`config.mk`:
```
export PLATFORM = sky130hd
export DESIGN_NAME = rpt_power_seq
export DESIGN_NICKNAME = d
export VERILOG_FILES = /design/src/hdl/rpt_pkg.sv /design/src/hdl/rpt_buf2.sv /design/src/hdl/rpt_power_seq.sv
export SDC_FILE = /design/constraint.sdc
export NUM_CORES = 1
export LEC_CHECK = 0
export ABC_CLOCK_PERIOD_IN_PS = 3100
export BUFFER_PORTS_ARGS = -buffer_cell sky130_fd_sc_hd__buf_4
export CAP_MARGIN = 20
export CORE_MARGIN = 5
export CORE_UTILIZATION = 40
export DETAILED_ROUTE_END_ITERATION = 6
export PLACE_DENSITY = 0.55
export SKIP_CTS_REPAIR_TIMING = 1
export SLEW_MARGIN = 5
export SYNTH_ARGS = -nofsm -noshare
export SYNTH_HDL_FRONTEND = slang
export SYNTH_SLANG_ARGS = --single-unit
```
`constraint.sdc`:
```
create_clock -name core_clk -period 3.1 [get_ports core_clk]
set_input_delay 0.775 -clock core_clk [delete_from_list [all_inputs] [get_ports core_clk]]
set_output_delay 0.775 -clock core_clk [all_outputs]
set_load 0.01 [all_outputs]
```
`src/hdl/rpt_pkg.sv`:
```
`default_nettype none
package rpt_pkg;
  localparam int CLK_PERIOD_NS = 100;
  localparam int TOGGLE_MIN_NS = 62000;
  localparam int TOGGLE_MIN_CYC = (TOGGLE_MIN_NS + CLK_PERIOD_NS - 1) / CLK_PERIOD_NS;
  localparam int HI_CNT_W = 10;
  localparam int STARTUP_CYC_DEF = 16;

  // input identifiers
  localparam logic [7:0] TXT_SET_PORT = 8'h64;
  localparam logic [7:0] TXT_NAV_XYZ = 8'h65;
  localparam logic [7:0] TXT_CORR_PORT = 8'h66;
  localparam logic [7:0] TXT_RATE = 8'h67;
  localparam logic [7:0] TXT_NAV_LLA = 8'h68;
  localparam logic [7:0] TXT_DEV_DATA = 8'h69;
  localparam logic [7:0] TXT_DATUM = 8'h6a;
  localparam logic [7:0] TXT_EE_PROP1 = 8'h6b;
  localparam logic [7:0] TXT_EE_PROP2 = 8'h6c;
  localparam logic [7:0] TXT_EE_DEBUG = 8'h6e;
  localparam logic [7:0] BIN_SBAS_CTRL = 8'h85;

  // output report identifiers
  localparam logic [7:0] OUT_NAV = 8'h02;
  localparam logic [7:0] OUT_TRACK = 8'h04;
  localparam logic [7:0] OUT_ERROR = 8'h0a;
  localparam logic [7:0] OUT_ACK = 8'h0b;
  localparam logic [7:0] OUT_NAK = 8'h0c;
  localparam logic [7:0] OUT_VISIBLE = 8'h0d;
  localparam logic [7:0] OUT_CORR = 8'h11;
  localparam logic [7:0] OUT_READY = 8'h12;
  localparam logic [7:0] OUT_CORR_STAT = 8'h1b;
  localparam logic [7:0] OUT_GEO = 8'h29;
  localparam logic [7:0] OUT_SBAS = 8'h32;
  localparam logic [7:0] OUT_PPS = 8'h34;

  // pending report slots, lower index sent first
  localparam int NPEND = 12;
  localparam int P_ERR = 0;
  localparam int P_ACK = 1;
  localparam int P_NAK = 2;
  localparam int P_READY = 3;
  localparam int P_PPS = 4;
  localparam int P_SBAS = 5;
  localparam int P_NAV = 6;
  localparam int P_GEO = 7;
  localparam int P_TRACK = 8;
  localparam int P_VISIBLE = 9;
  localparam int P_CORR = 10;
  localparam int P_CORR_STAT = 11;

  typedef enum logic [2:0] {
    ST_HIB = 3'h1,
    ST_BOOT = 3'h2,
    ST_READY = 3'h4
  } rpt_state_t;

  typedef enum logic [3:0] {
    CLS_NONE = 4'h0,
    CLS_SET_PORT = 4'h1,
    CLS_NAV_XYZ = 4'h2,
    CLS_CORR_PORT = 4'h3,
    CLS_RATE = 4'h4,
    CLS_NAV_LLA = 4'h5,
    CLS_DEV_DATA = 4'h6,
    CLS_DATUM = 4'h7,
    CLS_EE_PROP = 4'h8,
    CLS_EE_DEBUG = 4'h9,
    CLS_BEACON = 4'ha,
    CLS_SBAS_ON = 4'hb
  } rpt_class_t;

  typedef struct packed {
    logic binary;
    logic beacon;
    logic [7:0] id;
  } rpt_cmd_t;
endpackage
`default_nettype wire

```
`src/hdl/rpt_buf2.sv`:
```
`default_nettype none
module rpt_buf2 #(
  parameter int WIDTH = 8
) (
  input wire logic core_clk, // clock
  input wire logic rst_n, // async reset
  input wire logic in_valid, // write request
  output logic in_ready, // room for a word
  input wire logic [WIDTH-1:0] in_data, // write data
  output logic out_valid, // head word present
  input wire logic out_ready, // reader takes head
  output logic [WIDTH-1:0] out_data // head word
);
  logic [WIDTH-1:0] d0_r, d0_nxt, d1_r, d1_nxt;
  logic [1:0] cnt_r, cnt_nxt;
  logic push, pop;

  always_comb begin
    push = in_valid & (cnt_r != 2'h2);
    pop = out_valid & out_ready;
    d0_nxt = d0_r;
    d1_nxt = d1_r;
    cnt_nxt = cnt_r;
    if (push && pop) begin
      if (cnt_r == 2'h1) begin
        d0_nxt = in_data;
      end else begin
        d0_nxt = d1_r;
        d1_nxt = in_data;
      end
    end else if (pop) begin
      d0_nxt = d1_r;
      cnt_nxt = cnt_r - 2'h1;
    end else if (push) begin
      if (cnt_r == 2'h0) begin
        d0_nxt = in_data;
      end else begin
        d1_nxt = in_data;
      end
      cnt_nxt = cnt_r + 2'h1;
    end
  end

  always_ff @(posedge core_clk or negedge rst_n) begin
    if (!rst_n) begin
      d0_r <= '0;
      d1_r <= '0;
      cnt_r <= 2'h0;
      in_ready <= 1'b0;
      out_valid <= 1'b0;
    end else begin
      d0_r <= d0_nxt;
      d1_r <= d1_nxt;
      cnt_r <= cnt_nxt;
      in_ready <= (cnt_nxt != 2'h2);
      out_valid <= (cnt_nxt != 2'h0);
    end
  end

  assign out_data = d0_r;
endmodule
`default_nettype wire

```
`src/hdl/rpt_power_seq.sv`:
```
`default_nettype none
module rpt_power_seq #(
  parameter int STARTUP_CYC = rpt_pkg::STARTUP_CYC_DEF
) (
  input wire logic core_clk, // 10 MHz clock
  input wire logic rst_n, // async reset, active low
  input wire logic power_toggle, // toggle pin from host, asynchronous
  output logic wake_indication_output, // high in full power
  input wire logic cmd_valid, // host command present
  output logic cmd_ready, // command can be taken
  input wire rpt_pkg::rpt_cmd_t cmd_in, // protocol, beacon flag, identifier
  output rpt_pkg::rpt_class_t cmd_class, // decoded class of last command taken while ready
  output logic cmd_class_vld, // one-cycle pulse with cmd_class
  output logic sbas_enabled, // augmentation corrections applied
  input wire logic fix_evt, // navigation solution ready
  input wire logic track_evt, // tracking update ready
  input wire logic pps_evt, // pulse-per-second epoch
  input wire logic corr_evt, // correction broadcast received
  output logic rpt_valid, // report identifier present
  input wire logic rpt_ready, // host side takes report
  output logic [7:0] rpt_id // report identifier
);
  localparam logic [rpt_pkg::HI_CNT_W-1:0] HI_MIN = rpt_pkg::HI_CNT_W'(rpt_pkg::TOGGLE_MIN_CYC);
  localparam logic [15:0] BOOT_LAST = 16'(STARTUP_CYC - 1);

  rpt_pkg::rpt_state_t state_r, state_nxt;
  logic tog_meta_r, tog_sync_r, tog_prev_r;
  logic [rpt_pkg::HI_CNT_W-1:0] hi_cnt_r, hi_cnt_nxt;
  logic [15:0] boot_cnt_r, boot_cnt_nxt;
  logic [rpt_pkg::NPEND-1:0] pend_r, pend_nxt, pend_set, pend_clr;
  logic wake_r, wake_nxt;
  logic cmd_ready_r, cmd_ready_nxt;
  logic sbas_r, sbas_nxt;
  rpt_pkg::rpt_class_t cls_r, cls_nxt;
  logic cls_vld_r, cls_vld_nxt;
  logic tog_fall, pulse_ok, cmd_take, is_ready;
  logic buf_in_ready;
  logic [7:0] push_id;
  int sel;

  function automatic rpt_pkg::rpt_class_t decode_text(input logic [7:0] id);
    unique case (id)
      rpt_pkg::TXT_SET_PORT: decode_text = rpt_pkg::CLS_SET_PORT;
      rpt_pkg::TXT_NAV_XYZ: decode_text = rpt_pkg::CLS_NAV_XYZ;
      rpt_pkg::TXT_CORR_PORT: decode_text = rpt_pkg::CLS_CORR_PORT;
      rpt_pkg::TXT_RATE: decode_text = rpt_pkg::CLS_RATE;
      rpt_pkg::TXT_NAV_LLA: decode_text = rpt_pkg::CLS_NAV_LLA;
      rpt_pkg::TXT_DEV_DATA: decode_text = rpt_pkg::CLS_DEV_DATA;
      rpt_pkg::TXT_DATUM: decode_text = rpt_pkg::CLS_DATUM;
      rpt_pkg::TXT_EE_PROP1, rpt_pkg::TXT_EE_PROP2: decode_text = rpt_pkg::CLS_EE_PROP;
      rpt_pkg::TXT_EE_DEBUG: decode_text = rpt_pkg::CLS_EE_DEBUG;
      default: decode_text = rpt_pkg::CLS_NONE;
    endcase
  endfunction

  function automatic logic [7:0] slot_id(input int idx);
    case (idx)
      rpt_pkg::P_ERR: slot_id = rpt_pkg::OUT_ERROR;
      rpt_pkg::P_ACK: slot_id = rpt_pkg::OUT_ACK;
      rpt_pkg::P_NAK: slot_id = rpt_pkg::OUT_NAK;
      rpt_pkg::P_READY: slot_id = rpt_pkg::OUT_READY;
      rpt_pkg::P_PPS: slot_id = rpt_pkg::OUT_PPS;
      rpt_pkg::P_SBAS: slot_id = rpt_pkg::OUT_SBAS;
      rpt_pkg::P_NAV: slot_id = rpt_pkg::OUT_NAV;
      rpt_pkg::P_GEO: slot_id = rpt_pkg::OUT_GEO;
      rpt_pkg::P_TRACK: slot_id = rpt_pkg::OUT_TRACK;
      rpt_pkg::P_VISIBLE: slot_id = rpt_pkg::OUT_VISIBLE;
      rpt_pkg::P_CORR: slot_id = rpt_pkg::OUT_CORR;
      default: slot_id = rpt_pkg::OUT_CORR_STAT;
    endcase
  endfunction

  // pin synchroniser; the meta stage feeds only the sync stage
  always_ff @(posedge core_clk or negedge rst_n) begin
    if (!rst_n) begin
      tog_meta_r <= 1'b0;
      tog_sync_r <= 1'b0;
      tog_prev_r <= 1'b0;
    end else begin
      tog_meta_r <= power_toggle;
      tog_sync_r <= tog_meta_r;
      tog_prev_r <= tog_sync_r;
    end
  end

  assign tog_fall = tog_prev_r & ~tog_sync_r;
  // width judged at the falling edge, so a held-high pin never toggles twice
  assign pulse_ok = tog_fall && (hi_cnt_r >= HI_MIN);
  assign is_ready = (state_r == rpt_pkg::ST_READY);
  assign cmd_take = cmd_valid & cmd_ready_r;

  // power sequence
  always_comb begin
    state_nxt = state_r;
    boot_cnt_nxt = boot_cnt_r;
    hi_cnt_nxt = '0;
    if (tog_sync_r) begin
      hi_cnt_nxt = (hi_cnt_r == HI_MIN) ? hi_cnt_r : hi_cnt_r + 1'b1;
    end
    unique case (state_r)
      rpt_pkg::ST_HIB: begin
        if (pulse_ok) begin
          state_nxt = rpt_pkg::ST_BOOT;
          boot_cnt_nxt = '0;
        end
      end
      rpt_pkg::ST_BOOT: begin
        // toggles while booting are ignored; host waits for the ready report
        if (boot_cnt_r == BOOT_LAST) begin
          state_nxt = rpt_pkg::ST_READY;
        end else begin
          boot_cnt_nxt = boot_cnt_r + 16'h1;
        end
      end
      rpt_pkg::ST_READY: begin
        if (pulse_ok) begin
          state_nxt = rpt_pkg::ST_HIB;
        end
      end
    endcase
    wake_nxt = (state_nxt != rpt_pkg::ST_HIB);
  end

  // command decode and outcome
  always_comb begin
    sbas_nxt = sbas_r;
    cls_nxt = cls_r;
    cls_vld_nxt = 1'b0;
    pend_set = '0;
    if (state_r == rpt_pkg::ST_BOOT && state_nxt == rpt_pkg::ST_READY) begin
      pend_set[rpt_pkg::P_READY] = 1'b1;
    end
    if (cmd_take) begin
      if (!is_ready) begin
        pend_set[rpt_pkg::P_ERR] = 1'b1;
      end else begin
        cls_vld_nxt = 1'b1;
        if (cmd_in.beacon) begin
          cls_nxt = rpt_pkg::CLS_BEACON;
        end else if (cmd_in.binary) begin
          cls_nxt = (cmd_in.id == rpt_pkg::BIN_SBAS_CTRL) ? rpt_pkg::CLS_SBAS_ON
                                                          : rpt_pkg::CLS_NONE;
          if (cmd_in.id == rpt_pkg::BIN_SBAS_CTRL) begin
            sbas_nxt = 1'b1;
          end
        end else begin
          cls_nxt = decode_text(cmd_in.id);
        end
        if (cls_nxt == rpt_pkg::CLS_NONE) begin
          pend_set[rpt_pkg::P_NAK] = 1'b1;
        end else begin
          pend_set[rpt_pkg::P_ACK] = 1'b1;
        end
      end
    end
    // event reports are only raised while fully up and receptive; error and ready reports are raised outside it
    if (is_ready) begin
      pend_set[rpt_pkg::P_NAV] = pend_set[rpt_pkg::P_NAV] | fix_evt;
      pend_set[rpt_pkg::P_GEO] = pend_set[rpt_pkg::P_GEO] | fix_evt;
      pend_set[rpt_pkg::P_TRACK] = track_evt;
      pend_set[rpt_pkg::P_VISIBLE] = track_evt;
      pend_set[rpt_pkg::P_PPS] = pps_evt;
      pend_set[rpt_pkg::P_SBAS] = pps_evt & sbas_r;
      pend_set[rpt_pkg::P_CORR] = corr_evt;
      pend_set[rpt_pkg::P_CORR_STAT] = corr_evt;
    end
  end

  // pending reports drain lowest slot first into the buffer
  always_comb begin
    sel = 0;
    for (int i = rpt_pkg::NPEND - 1; i >= 0; i--) begin
      if (pend_r[i]) begin
        sel = i;
      end
    end
    push_id = slot_id(sel);
    pend_clr = '0;
    if ((|pend_r) && buf_in_ready) begin
      pend_clr[sel] = 1'b1;
    end
    // a new event in the clearing cycle survives: set wins
    pend_nxt = (pend_r & ~pend_clr) | pend_set;
    // one command outcome outstanding at a time keeps the reply order plain
    cmd_ready_nxt = ~(pend_nxt[rpt_pkg::P_ERR] | pend_nxt[rpt_pkg::P_ACK]
                      | pend_nxt[rpt_pkg::P_NAK]);
  end

  always_ff @(posedge core_clk or negedge rst_n) begin
    if (!rst_n) begin
      state_r <= rpt_pkg::ST_HIB;
      hi_cnt_r <= '0;
      boot_cnt_r <= '0;
      pend_r <= '0;
      wake_r <= 1'b0;
      cmd_ready_r <= 1'b0;
      sbas_r <= 1'b0;
      cls_r <= rpt_pkg::CLS_NONE;
      cls_vld_r <= 1'b0;
    end else begin
      state_r <= state_nxt;
      hi_cnt_r <= hi_cnt_nxt;
      boot_cnt_r <= boot_cnt_nxt;
      pend_r <= pend_nxt;
      wake_r <= wake_nxt;
      cmd_ready_r <= cmd_ready_nxt;
      sbas_r <= sbas_nxt;
      cls_r <= cls_nxt;
      cls_vld_r <= cls_vld_nxt;
    end
  end

  rpt_buf2 #(
    .WIDTH(8)
  ) u_buf (
    .core_clk(core_clk),
    .rst_n(rst_n),
    .in_valid(|pend_r),
    .in_ready(buf_in_ready),
    .in_data(push_id),
    .out_valid(rpt_valid),
    .out_ready(rpt_ready),
    .out_data(rpt_id)
  );

  assign wake_indication_output = wake_r;
  assign cmd_ready = cmd_ready_r;
  assign cmd_class = cls_r;
  assign cmd_class_vld = cls_vld_r;
  assign sbas_enabled = sbas_r;

  // power sequence
  a_wake_level: assert property (@(posedge core_clk) disable iff (!rst_n)
    wake_r == (state_r != rpt_pkg::ST_HIB)) else $error("wake level wrong");
  a_short_pulse: assert property (@(posedge core_clk) disable iff (!rst_n)
    (state_r == rpt_pkg::ST_HIB && tog_fall && hi_cnt_r < HI_MIN) |=>
    state_r == rpt_pkg::ST_HIB) else $error("short toggle woke module");
  a_long_pulse: assert property (@(posedge core_clk) disable iff (!rst_n)
    (state_r == rpt_pkg::ST_HIB && tog_fall && hi_cnt_r >= HI_MIN) |=>
    state_r == rpt_pkg::ST_BOOT ##1 wake_r) else $error("toggle ignored");
  a_sleep_pulse: assert property (@(posedge core_clk) disable iff (!rst_n)
    (is_ready && tog_fall && hi_cnt_r >= HI_MIN) |=>
    state_r == rpt_pkg::ST_HIB && !wake_indication_output) else $error("sleep toggle ignored");
  a_ready_report: assert property (@(posedge core_clk) disable iff (!rst_n)
    $rose(state_r == rpt_pkg::ST_READY) |-> pend_r[rpt_pkg::P_READY])
    else $error("ready report missing");
  // command handshake and outcome
  a_sbas_enable: assert property (@(posedge core_clk) disable iff (!rst_n)
    (cmd_take && is_ready && cmd_in.binary && !cmd_in.beacon
     && cmd_in.id == rpt_pkg::BIN_SBAS_CTRL) |=> sbas_enabled && pend_r[rpt_pkg::P_ACK])
    else $error("augmentation not enabled");
  a_text_decode: assert property (@(posedge core_clk) disable iff (!rst_n)
    (cmd_take && is_ready && !cmd_in.binary && !cmd_in.beacon
     && cmd_in.id == rpt_pkg::TXT_NAV_LLA) |=> cmd_class_vld
     && cmd_class == rpt_pkg::CLS_NAV_LLA) else $error("text decode wrong");
  a_ee_decode: assert property (@(posedge core_clk) disable iff (!rst_n)
    (cmd_take && is_ready && !cmd_in.binary && !cmd_in.beacon
     && cmd_in.id == rpt_pkg::TXT_EE_DEBUG) |=> cmd_class == rpt_pkg::CLS_EE_DEBUG)
    else $error("ephemeris decode wrong");
  a_beacon_cmd: assert property (@(posedge core_clk) disable iff (!rst_n)
    (cmd_take && is_ready && cmd_in.beacon) |=> cmd_class == rpt_pkg::CLS_BEACON)
    else $error("beacon command lost");
  a_err_asleep: assert property (@(posedge core_clk) disable iff (!rst_n)
    (cmd_take && !is_ready) |=> pend_r[rpt_pkg::P_ERR] && !cmd_ready)
    else $error("error report missing");
  a_nak_unknown: assert property (@(posedge core_clk) disable iff (!rst_n)
    (cmd_take && is_ready && cmd_in.binary && !cmd_in.beacon
     && cmd_in.id != rpt_pkg::BIN_SBAS_CTRL) |=> cmd_class == rpt_pkg::CLS_NONE
     && pend_r[rpt_pkg::P_NAK]) else $error("unknown command not rejected");
  a_cmd_busy: assert property (@(posedge core_clk) disable iff (!rst_n)
    cmd_take |=> !cmd_ready)
    else $error("command taken while outcome pending");
  // report stream
  a_fix_reports: assert property (@(posedge core_clk) disable iff (!rst_n)
    (is_ready && fix_evt) |=> pend_r[rpt_pkg::P_NAV] && pend_r[rpt_pkg::P_GEO])
    else $error("fix reports missing");
  a_fix_asleep: assert property (@(posedge core_clk) disable iff (!rst_n)
    (state_r == rpt_pkg::ST_HIB && fix_evt && !pend_r[rpt_pkg::P_NAV]) |=>
    !pend_r[rpt_pkg::P_NAV]) else $error("report raised while asleep");
  a_rpt_hold: assert property (@(posedge core_clk) disable iff (!rst_n)
    (rpt_valid && !rpt_ready) |=> rpt_valid && $stable(rpt_id))
    else $error("stalled report changed");
  a_track_reports: assert property (@(posedge core_clk) disable iff (!rst_n)
    (is_ready && track_evt) |=> pend_r[rpt_pkg::P_TRACK] && pend_r[rpt_pkg::P_VISIBLE])
    else $error("track reports missing");
  a_pps_reports: assert property (@(posedge core_clk) disable iff (!rst_n)
    (is_ready && pps_evt && sbas_r) |=> pend_r[rpt_pkg::P_PPS] && pend_r[rpt_pkg::P_SBAS])
    else $error("pps reports missing");
  a_pps_plain: assert property (@(posedge core_clk) disable iff (!rst_n)
    (is_ready && pps_evt && !sbas_r && !pend_r[rpt_pkg::P_SBAS]) |=>
    pend_r[rpt_pkg::P_PPS] && !pend_r[rpt_pkg::P_SBAS]) else $error("pps reports wrong");
  a_corr_reports: assert property (@(posedge core_clk) disable iff (!rst_n)
    (is_ready && corr_evt) |=> pend_r[rpt_pkg::P_CORR] && pend_r[rpt_pkg::P_CORR_STAT])
    else $error("correction reports missing");

  c_wake: cover property (@(posedge core_clk) disable iff (!rst_n)
    $rose(state_r == rpt_pkg::ST_READY));
  c_sleep: cover property (@(posedge core_clk) disable iff (!rst_n)
    is_ready && pulse_ok ##1 state_r == rpt_pkg::ST_HIB);
  c_ack_out: cover property (@(posedge core_clk) disable iff (!rst_n)
    rpt_valid && rpt_ready && rpt_id == rpt_pkg::OUT_ACK);
  c_stall_full: cover property (@(posedge core_clk) disable iff (!rst_n)
    !buf_in_ready && (|pend_r));
  c_err_out: cover property (@(posedge core_clk) disable iff (!rst_n)
    rpt_valid && rpt_ready && rpt_id == rpt_pkg::OUT_ERROR);
endmodule
`default_nettype wire

```
==> results of run 1 <==
through the flow:
stage               utilization, %  hold WS [ps]  cell area, um2  power [mW]
floorplan                        -           331            3670        2.31
global placement              44.4           332            4040        2.75
detailed placement            44.4           335            4040        2.76
CTS                           46.7           352            4260        3.58
global route                  46.7           375            4260        3.84
finish                        46.7           351            4260        3.55
worst register-to-register path, cell delays in order (launching register included):
cell and delay [ps]:
dfrtp_1 440, or2_2 310, a21boi_0 280, and2_1 270, ha_1 210, nor2_1 60, a311o_1 330, a31o_1 200
mux2_2 260
power groups by stage:
| stage | logic [mW] | clock network [mW] | registers [mW] |
|---|---|---|---|
| floorplan | 1.10 | 0 | 1.21 |
| global placement | 1.53 | 0 | 1.21 |
| detailed placement | 1.54 | 0 | 1.22 |
| CTS | 1.54 | 0.832 | 1.20 |
| global route | 1.73 | 0.874 | 1.23 |
| finish | 1.54 | 0.810 | 1.20 |
state kept, by name (all words and copies together) (netlist names):
name and count:
tog_meta_r 1, u_buf.d1_r 6, cmd_class 4, boot_cnt_r 16, u_buf.out_valid 1, pend_r 12
tog_sync_r 1, state_r 3, cmd_class_vld 1, hi_cnt_r 10, u_buf.in_ready 1, wake_indication_output 1
tog_prev_r 1, u_buf.cnt_r 2, cmd_ready 1, sbas_enabled 1, u_buf.out_data 6
placed cells by master (no fill, tap or decap), types with 3 or more instances in the layout:
cell type,Yosys,final
ha_1,11,11
nand4_1,11,11
and2_1,13,13
and3_1,8,8
o22ai_1,3,3
a22oi_1,3,3
a21boi_0,3,3
nor3_1,6,6
or2_2,4,4
a21oi_1,16,16
nand2_1,53,53
clkbuf_8,0,9
mux2i_1,3,3
nand3_1,8,8
xor2_1,14,14
a31oi_1,7,7
nand4bb_1,3,3
or3_1,5,5
o31ai_1,4,4
nor4_1,4,4
nor2b_1,6,6
o211ai_1,3,3
xnor2_1,8,8
nor2_1,34,34
dfrtp_1,67,67
o21ai_0,26,26
nand2b_1,5,5
a22o_1,3,3
a21o_1,8,8
nand3b_1,4,4
buf_4,2,38
inv_1,10,10
per-layer routing:
metal / global-route usage [%] / part of all wire [%] / vias up
met5: 0 / 0 / -
met4: 5.37 / 1.7 / 0
met3: 2.20 / 2.4 / 14
met2: 23.5 / 47 / 39
met1: 19.5 / 49 / 1377
li1: - / - / 1467
cell type report:
cell class / instances / area, um2
multi-input cells: 302 / 1870
well taps: 111 / 139
clock inverters: 6 / 88.8
inverters: 11 / 41.3
fillers: 853 / 4850
clock buffers: 10 / 128
repair buffers: 38 / 285
flip-flops and latches: 68 / 1700
kinds of logic (layout without fill, tap and decap cells):
| logic type | Yosys count | after routing | synth area share [%] |
|---|---|---|---|
| AO/OA/AOI/OAI | 86 | 86 | 14.8 |
| AND/OR/NAND/NOR | 176 | 176 | 25.6 |
| adder cells (fa/ha/maj) | 11 | 11 | 3.75 |
| other | 1 | 2 | 0.102 |
| XOR/XNOR | 22 | 22 | 5.25 |
| multiplexers | 5 | 5 | 1.43 |
| flip-flops | 68 | 68 | 46.4 |
| buffers and inverters | 23 | 65 | 2.63 |
how the worst max path moves through the flow:
stage | from | end | cells past startpoint
3_5_place_dp | pend_r[5] | u_buf.d1_r[3] | 8
2_1_floorplan | pend_r[5] | u_buf.d1_r[3] | 8
6_report | pend_r[4] | u_buf.d1_r[3] | 8
5_1_grt | pend_r[4] | u_buf.d1_r[3] | 8
3_3_place_gp | pend_r[5] | u_buf.d1_r[3] | 8
4_1_cts | pend_r[4] | u_buf.d1_r[3] | 8
==> impl_metrics.tcl, run 1 <==
set metrics [dict create \
    timing.hold.worst_path_depth 0 \
    final-hold-violation-count 0 \
    post_synth_most_frequent_cells "dfrtp_1 (67), nand2_1 (53), nor2_1 (34), o21ai_0 (26), a21oi_1 (16)" \
    clock_transition_at_the_registers_of_the_reported_paths_ps 80 \
    first_pass_iters 4 \
    drtIter0Drc 96 \
    avgRoutedWirePerCell_um 14.3 \
    cell_internal_pwr_mw 2.16 \
    worst_path_cell_chain "or2_2, a21boi_0, and2_1, ha_1, nor2_1, a311o_1, a31o_1, mux2_2" \
    clockRootBuffer "clkbuf_8" \
    clkLatencyLatePin_ps 340 \
    dpl.cell_count 530 \
    max_cap_violations 0 \
    postSynthCellCount 392 \
    finish.net_count 460 \
    whs_endpoint "tog_sync_r" \
    cts-buffers-inserted 9 \
    pwr-share-seq_pct 33.8 \
    seq_cells_post_synth 68 \
    groute.usage.overall_pct 14.5 \
    critical-path-max-stage-delay_ps 440 \
    routed_via_density 5.31 \
    r2r_end "u_buf.d1_r[3]" \
    postSynth.asyncResetShare_pct 100 \
    grt_pass1_vias 2850 \
    hp-start "tog_meta_r" \
    setup.worst_path.end_class "flop" \
    critical_path_class "flop to flop" \
    final.min_clock_period_ps 2450 \
    wirelength_mm 7.79 \
    regToRegSetupSlack_ps 650 \
    crit_family "compound AO/OA/AOI/OAI gates" \
    clkSinkCount 68 \
    setup.worst_path.start_class "flop" \
    detailed_place_hpwl_mm 5.49 \
    synth_sequential_area_ratio_pct 46.4 \
    worstReg2RegStart "pend_r[4]" \
    detail_route.drc_violations 0 \
    dr_total_vias 2897 \
    floorplan.die.width_um 106 \
    gp_routability_congestion 0.858 \
    finalSetupViolations 0 \
    syn_to_final_growth_pct 16.1 \
    path_max_fanout 6 \
    comb_power_share_pct 43.4 \
    max-vdd-ir-drop_mv 0.282 \
    cts.htree.levels 3 \
    synth_cell_types 56 \
    critical_path.n_buffers_inverters 0 \
    power-per-cell-area_mw_per_mm2 835 \
    coreArea_mm2 0.00911 \
    clock.fmax_mhz 407 \
    chipHeight_um 106 \
    cts_max_path_buffers 2 \
    globalRouteOverflowTotal 0 \
    synth_top_cells_by_area "dfrtp_1 (46%), nand2_1 (5.4%), ha_1 (3.8%), o21ai_0 (3.5%), nor2_1 (3.5%)" \
    cts_tree "done" \
    antenna_found_initial 0 \
    crit_required_ps 3330 \
    floorplan.die_area_mm2 0.0112 \
    ant_nets 0 \
    setup_slack_ps 646 \
    slew_viol_final 0 \
    yosysWarningCount 0 \
    yosysMostFrequentCell "dfrtp_1" \
    post_synth_top_flop "dfrtp_1" \
    rsz0062_at_grt "false" \
    yosys.area.top_type "dfrtp_1" \
    status "completed" \
    worst_ep_arrival_time_ps 2680 \
    total_switching_power_mw 1.40 \
    core.rowCount 35 \
    power.clock.fraction_pct 22.8 \
    hold_path_class "flop to flop" \
    tightestPinTransition_ps 872 \
    power_switching_share_pct 39.3 \
    drive_gt1_share_pct 15.4 \
    placement.io_buffers 33 \
    max-slew-margin-rel_pct 41.9 \
    maximum_number_of_pins_on_one_net_before_global_route_repair 69 \
    fin_setup_tns_ps 0 \
    worst_r2r_path_depth 8 \
    starting_utilization_of_the_core_area_pct 40.3 \
    antenna_cells_inserted 0 \
    place_ws_ps 685 \
    final-instance-count-excl-fill 546 \
    post_synth_edffs 0 \
    top_level_ports 36 \
    syn_avg_cell_area_um2 9.36 \
    netlist_area_mm2 0.00367 \
    period_share_pct 79.2 \
    synth_top_cell_area_share_pct 45.7 \
    critical_path_s_slowest_cell "dfrtp_1" \
    finClkSkew_ps 11.1 \
    leakage_nw 2.02 \
    grt_pass1_wl_mm 13.4 \
]
(Power assumes the default switching activity.)
==> run 2, diff against run 1 <==
--- a/config.mk
+++ b/config.mk
@@ -5,13 +5,13 @@
 export SDC_FILE = /design/constraint.sdc
 export NUM_CORES = 1
 export LEC_CHECK = 0
-export ABC_CLOCK_PERIOD_IN_PS = 3100
+export ABC_CLOCK_PERIOD_IN_PS = 2000
 export BUFFER_PORTS_ARGS = -buffer_cell sky130_fd_sc_hd__buf_4
 export CAP_MARGIN = 20
 export CORE_MARGIN = 5
 export CORE_UTILIZATION = 40
 export DETAILED_ROUTE_END_ITERATION = 6
-export PLACE_DENSITY = 0.55
+export PLACE_DENSITY = 0.57
 export SKIP_CTS_REPAIR_TIMING = 1
 export SLEW_MARGIN = 5
 export SYNTH_ARGS = -nofsm -noshare
==> constraint.sdc (replaced) <==
create_clock -name core_clk -period 2 [get_ports core_clk]
set_input_delay 0.5 -clock core_clk [delete_from_list [all_inputs] [get_ports core_clk]]
set_output_delay 0.5 -clock core_clk [all_outputs]
set_load 0.01 [all_outputs]
==> impl_metrics.tcl, run 2 (synthesis gave the netlist of run 1 again) <==
set metrics [dict create \
    placement.io_buffers 33 \
    met1_usage_pct 19.7 \
    grt_pass1_wl_mm 13.9 \
    antenna_found_initial 0 \
    gp_routability_congestion 0.864 \
    fin_setup_tns_ps -592 \
    dr_total_vias 3041 \
    grtUsageMet3_pct 3.98 \
    clockRootBuffer "clkbuf_8" \
    critical_path_s_slowest_cell "dfrtp_1" \
    cts.htree.levels 3 \
    max-vdd-ir-drop_mv 0.642 \
    cts_max_path_buffers 2 \
    whs_ps 53.4 \
    core.rowCount 35 \
    setup_slack_ps -218 \
    regToRegSetupSlack_ps -220 \
    cts_tree "done" \
    setup.worst_path.start_class "flop" \
    drive_gt1_share_pct 27.6 \
    critical_path_class "flop to flop" \
    clkSinkCount 68 \
    final-hold-violation-count 0 \
    layout_common_cells "buf_4 (74), dfrtp_1 (66), nand2_1 (49)" \
    starting_utilization_of_the_core_area_pct 40.3 \
    first_pass_iters 4 \
    rsz0062_at_grt "true" \
    top_regs "boot_cnt_r (16), pend_r (12), hi_cnt_r (10)" \
    gr-usage-met2_pct 25.3 \
    max_cap_violations 0 \
    final_cell_area_mm2 0.00473 \
    post-route-util_pct 51.9 \
    worst_path_cell_chain "buf_4, or2_4, a21boi_2, and2_4, ha_2, nor3_1, a311o_1, a31o_1, mux2_2" \
    clock_transition_at_the_registers_of_the_reported_paths_ps 80 \
    path_max_fanout 4 \
    worst_ep_arrival_time_ps 2440 \
    flip_flop_count_of_the_largest_register_all_copies_and_words_added 16 \
    postPlaceCellArea_mm2 0.00433 \
    hold_path_class "input pin to asynchronous set/reset pin" \
    crit_required_ps 2220 \
    syn_to_final_growth_pct 28.9 \
    grt_busiest_layer "met2" \
    leakage_nw 2.26 \
    layout.filler_cells 852 \
    period_share_pct 111 \
    critical-path-max-stage-delay_ps 420 \
    power-per-cell-area_mw_per_mm2 1430 \
    failed_checks "negative setup slack" \
    dpl.cell_count 566 \
    wirelength_mm 8.19 \
    maximum_number_of_pins_on_one_net_before_global_route_repair 27 \
    ant_nets 0 \
    max-slew-margin-rel_pct 65.2 \
    clkLatencyLatePin_ps 350 \
    worstSetupEndpoint "u_buf.d1_r[3]" \
    finClkSkew_ps 13.0 \
    antenna_cells_inserted 0 \
    setup.worst_path.end_class "flop" \
    chipHeight_um 106 \
    cp-startpoint "pend_r[4]" \
    worstReg2RegStart "pend_r[4]" \
    largest_register_by_flop_count "boot_cnt_r" \
    tightestPinTransition_ps 519 \
    final-instance-count-excl-fill 585 \
    cts-buffers-inserted 9 \
    globalRouteOverflowTotal 0 \
    detail_route.drc_violations 0 \
    top_level_ports 36 \
    slew_viol_final 0 \
    worst_r2r_path_depth 9 \
    status "finished, violations left" \
    avgRoutedWirePerCell_um 14.0 \
    floorplan.die.width_um 106 \
    drtIter0Drc 64 \
    detailed_place_hpwl_mm 6.03 \
    finish.net_count 499 \
    finalSetupViolations 8 \
    clock.fmax_mhz 451 \
    layout.cells.most_common "buf_4" \
    groute.usage.overall_pct 15.3 \
    coreArea_mm2 0.00911 \
    final.min_clock_period_ps 2220 \
    grt_pass1_vias 3005 \
    routed_via_density 5.20 \
    floorplan.die_area_mm2 0.0112 \
    r2r_end "u_buf.d1_r[3]" \
]
run 2: worst min path at each step:
stage | endpoint | startpoint
2_1_floorplan | boot_cnt_r[0] | rst_n
3_3_place_gp | tog_sync_r | tog_meta_r
3_5_place_dp | tog_sync_r | tog_meta_r
4_1_cts | cmd_class[3] | rst_n
5_1_grt | cmd_class[3] | rst_n
6_report | cmd_class[3] | rst_n
run 2: cell type report:
type | count | area [um2] | share of cell area [%]
Clock buffer | 10 | 128 | 2.70
Clock inverter | 6 | 113 | 2.38
Inverter | 11 | 41.3 | 0.873
Multi-Input combinational cell | 302 | 2010 | 42.6
Sequential cell | 68 | 1700 | 36.0
Tap cell | 111 | 139 | 2.94
Timing Repair Buffer | 77 | 589 | 12.5
run 2: where the power goes:
part	switching [mW]	leakage, nW	total, mW	internal (mW)
Clock	0.549	0.120	1.38	0.831
Sequential	0.178	0.887	1.82	1.64
Combinational	1.80	1.25	3.55	1.75
run 2: stage by stage:
step                      setup slack (ps)  power [mW]
final                                 -218        6.75
after global routing                  -305        7.25
after CTS                             -217        6.27
after detailed placement              -199        4.86
after global placement                -159        4.82
after floorplan                      -88.6        3.66
run 2: worst max-delay path: cells and delay by family, from the launching register on:
kind | cells | cell delay, ps
AO/OA/AOI/OAI | 3 | 640
adder cells (fa/ha/maj) | 1 | 170
buffers and inverters | 1 | 160
flip-flops | 1 | 420
multiplexers | 1 | 250
AND/OR/NAND/NOR | 3 | 450
run 2: metal layers:
layer	share of wire [%]	routed length [um]
met4	1.1	92
met3	3.1	258
met1	47	3870
met2	48	3970
met5	0	0
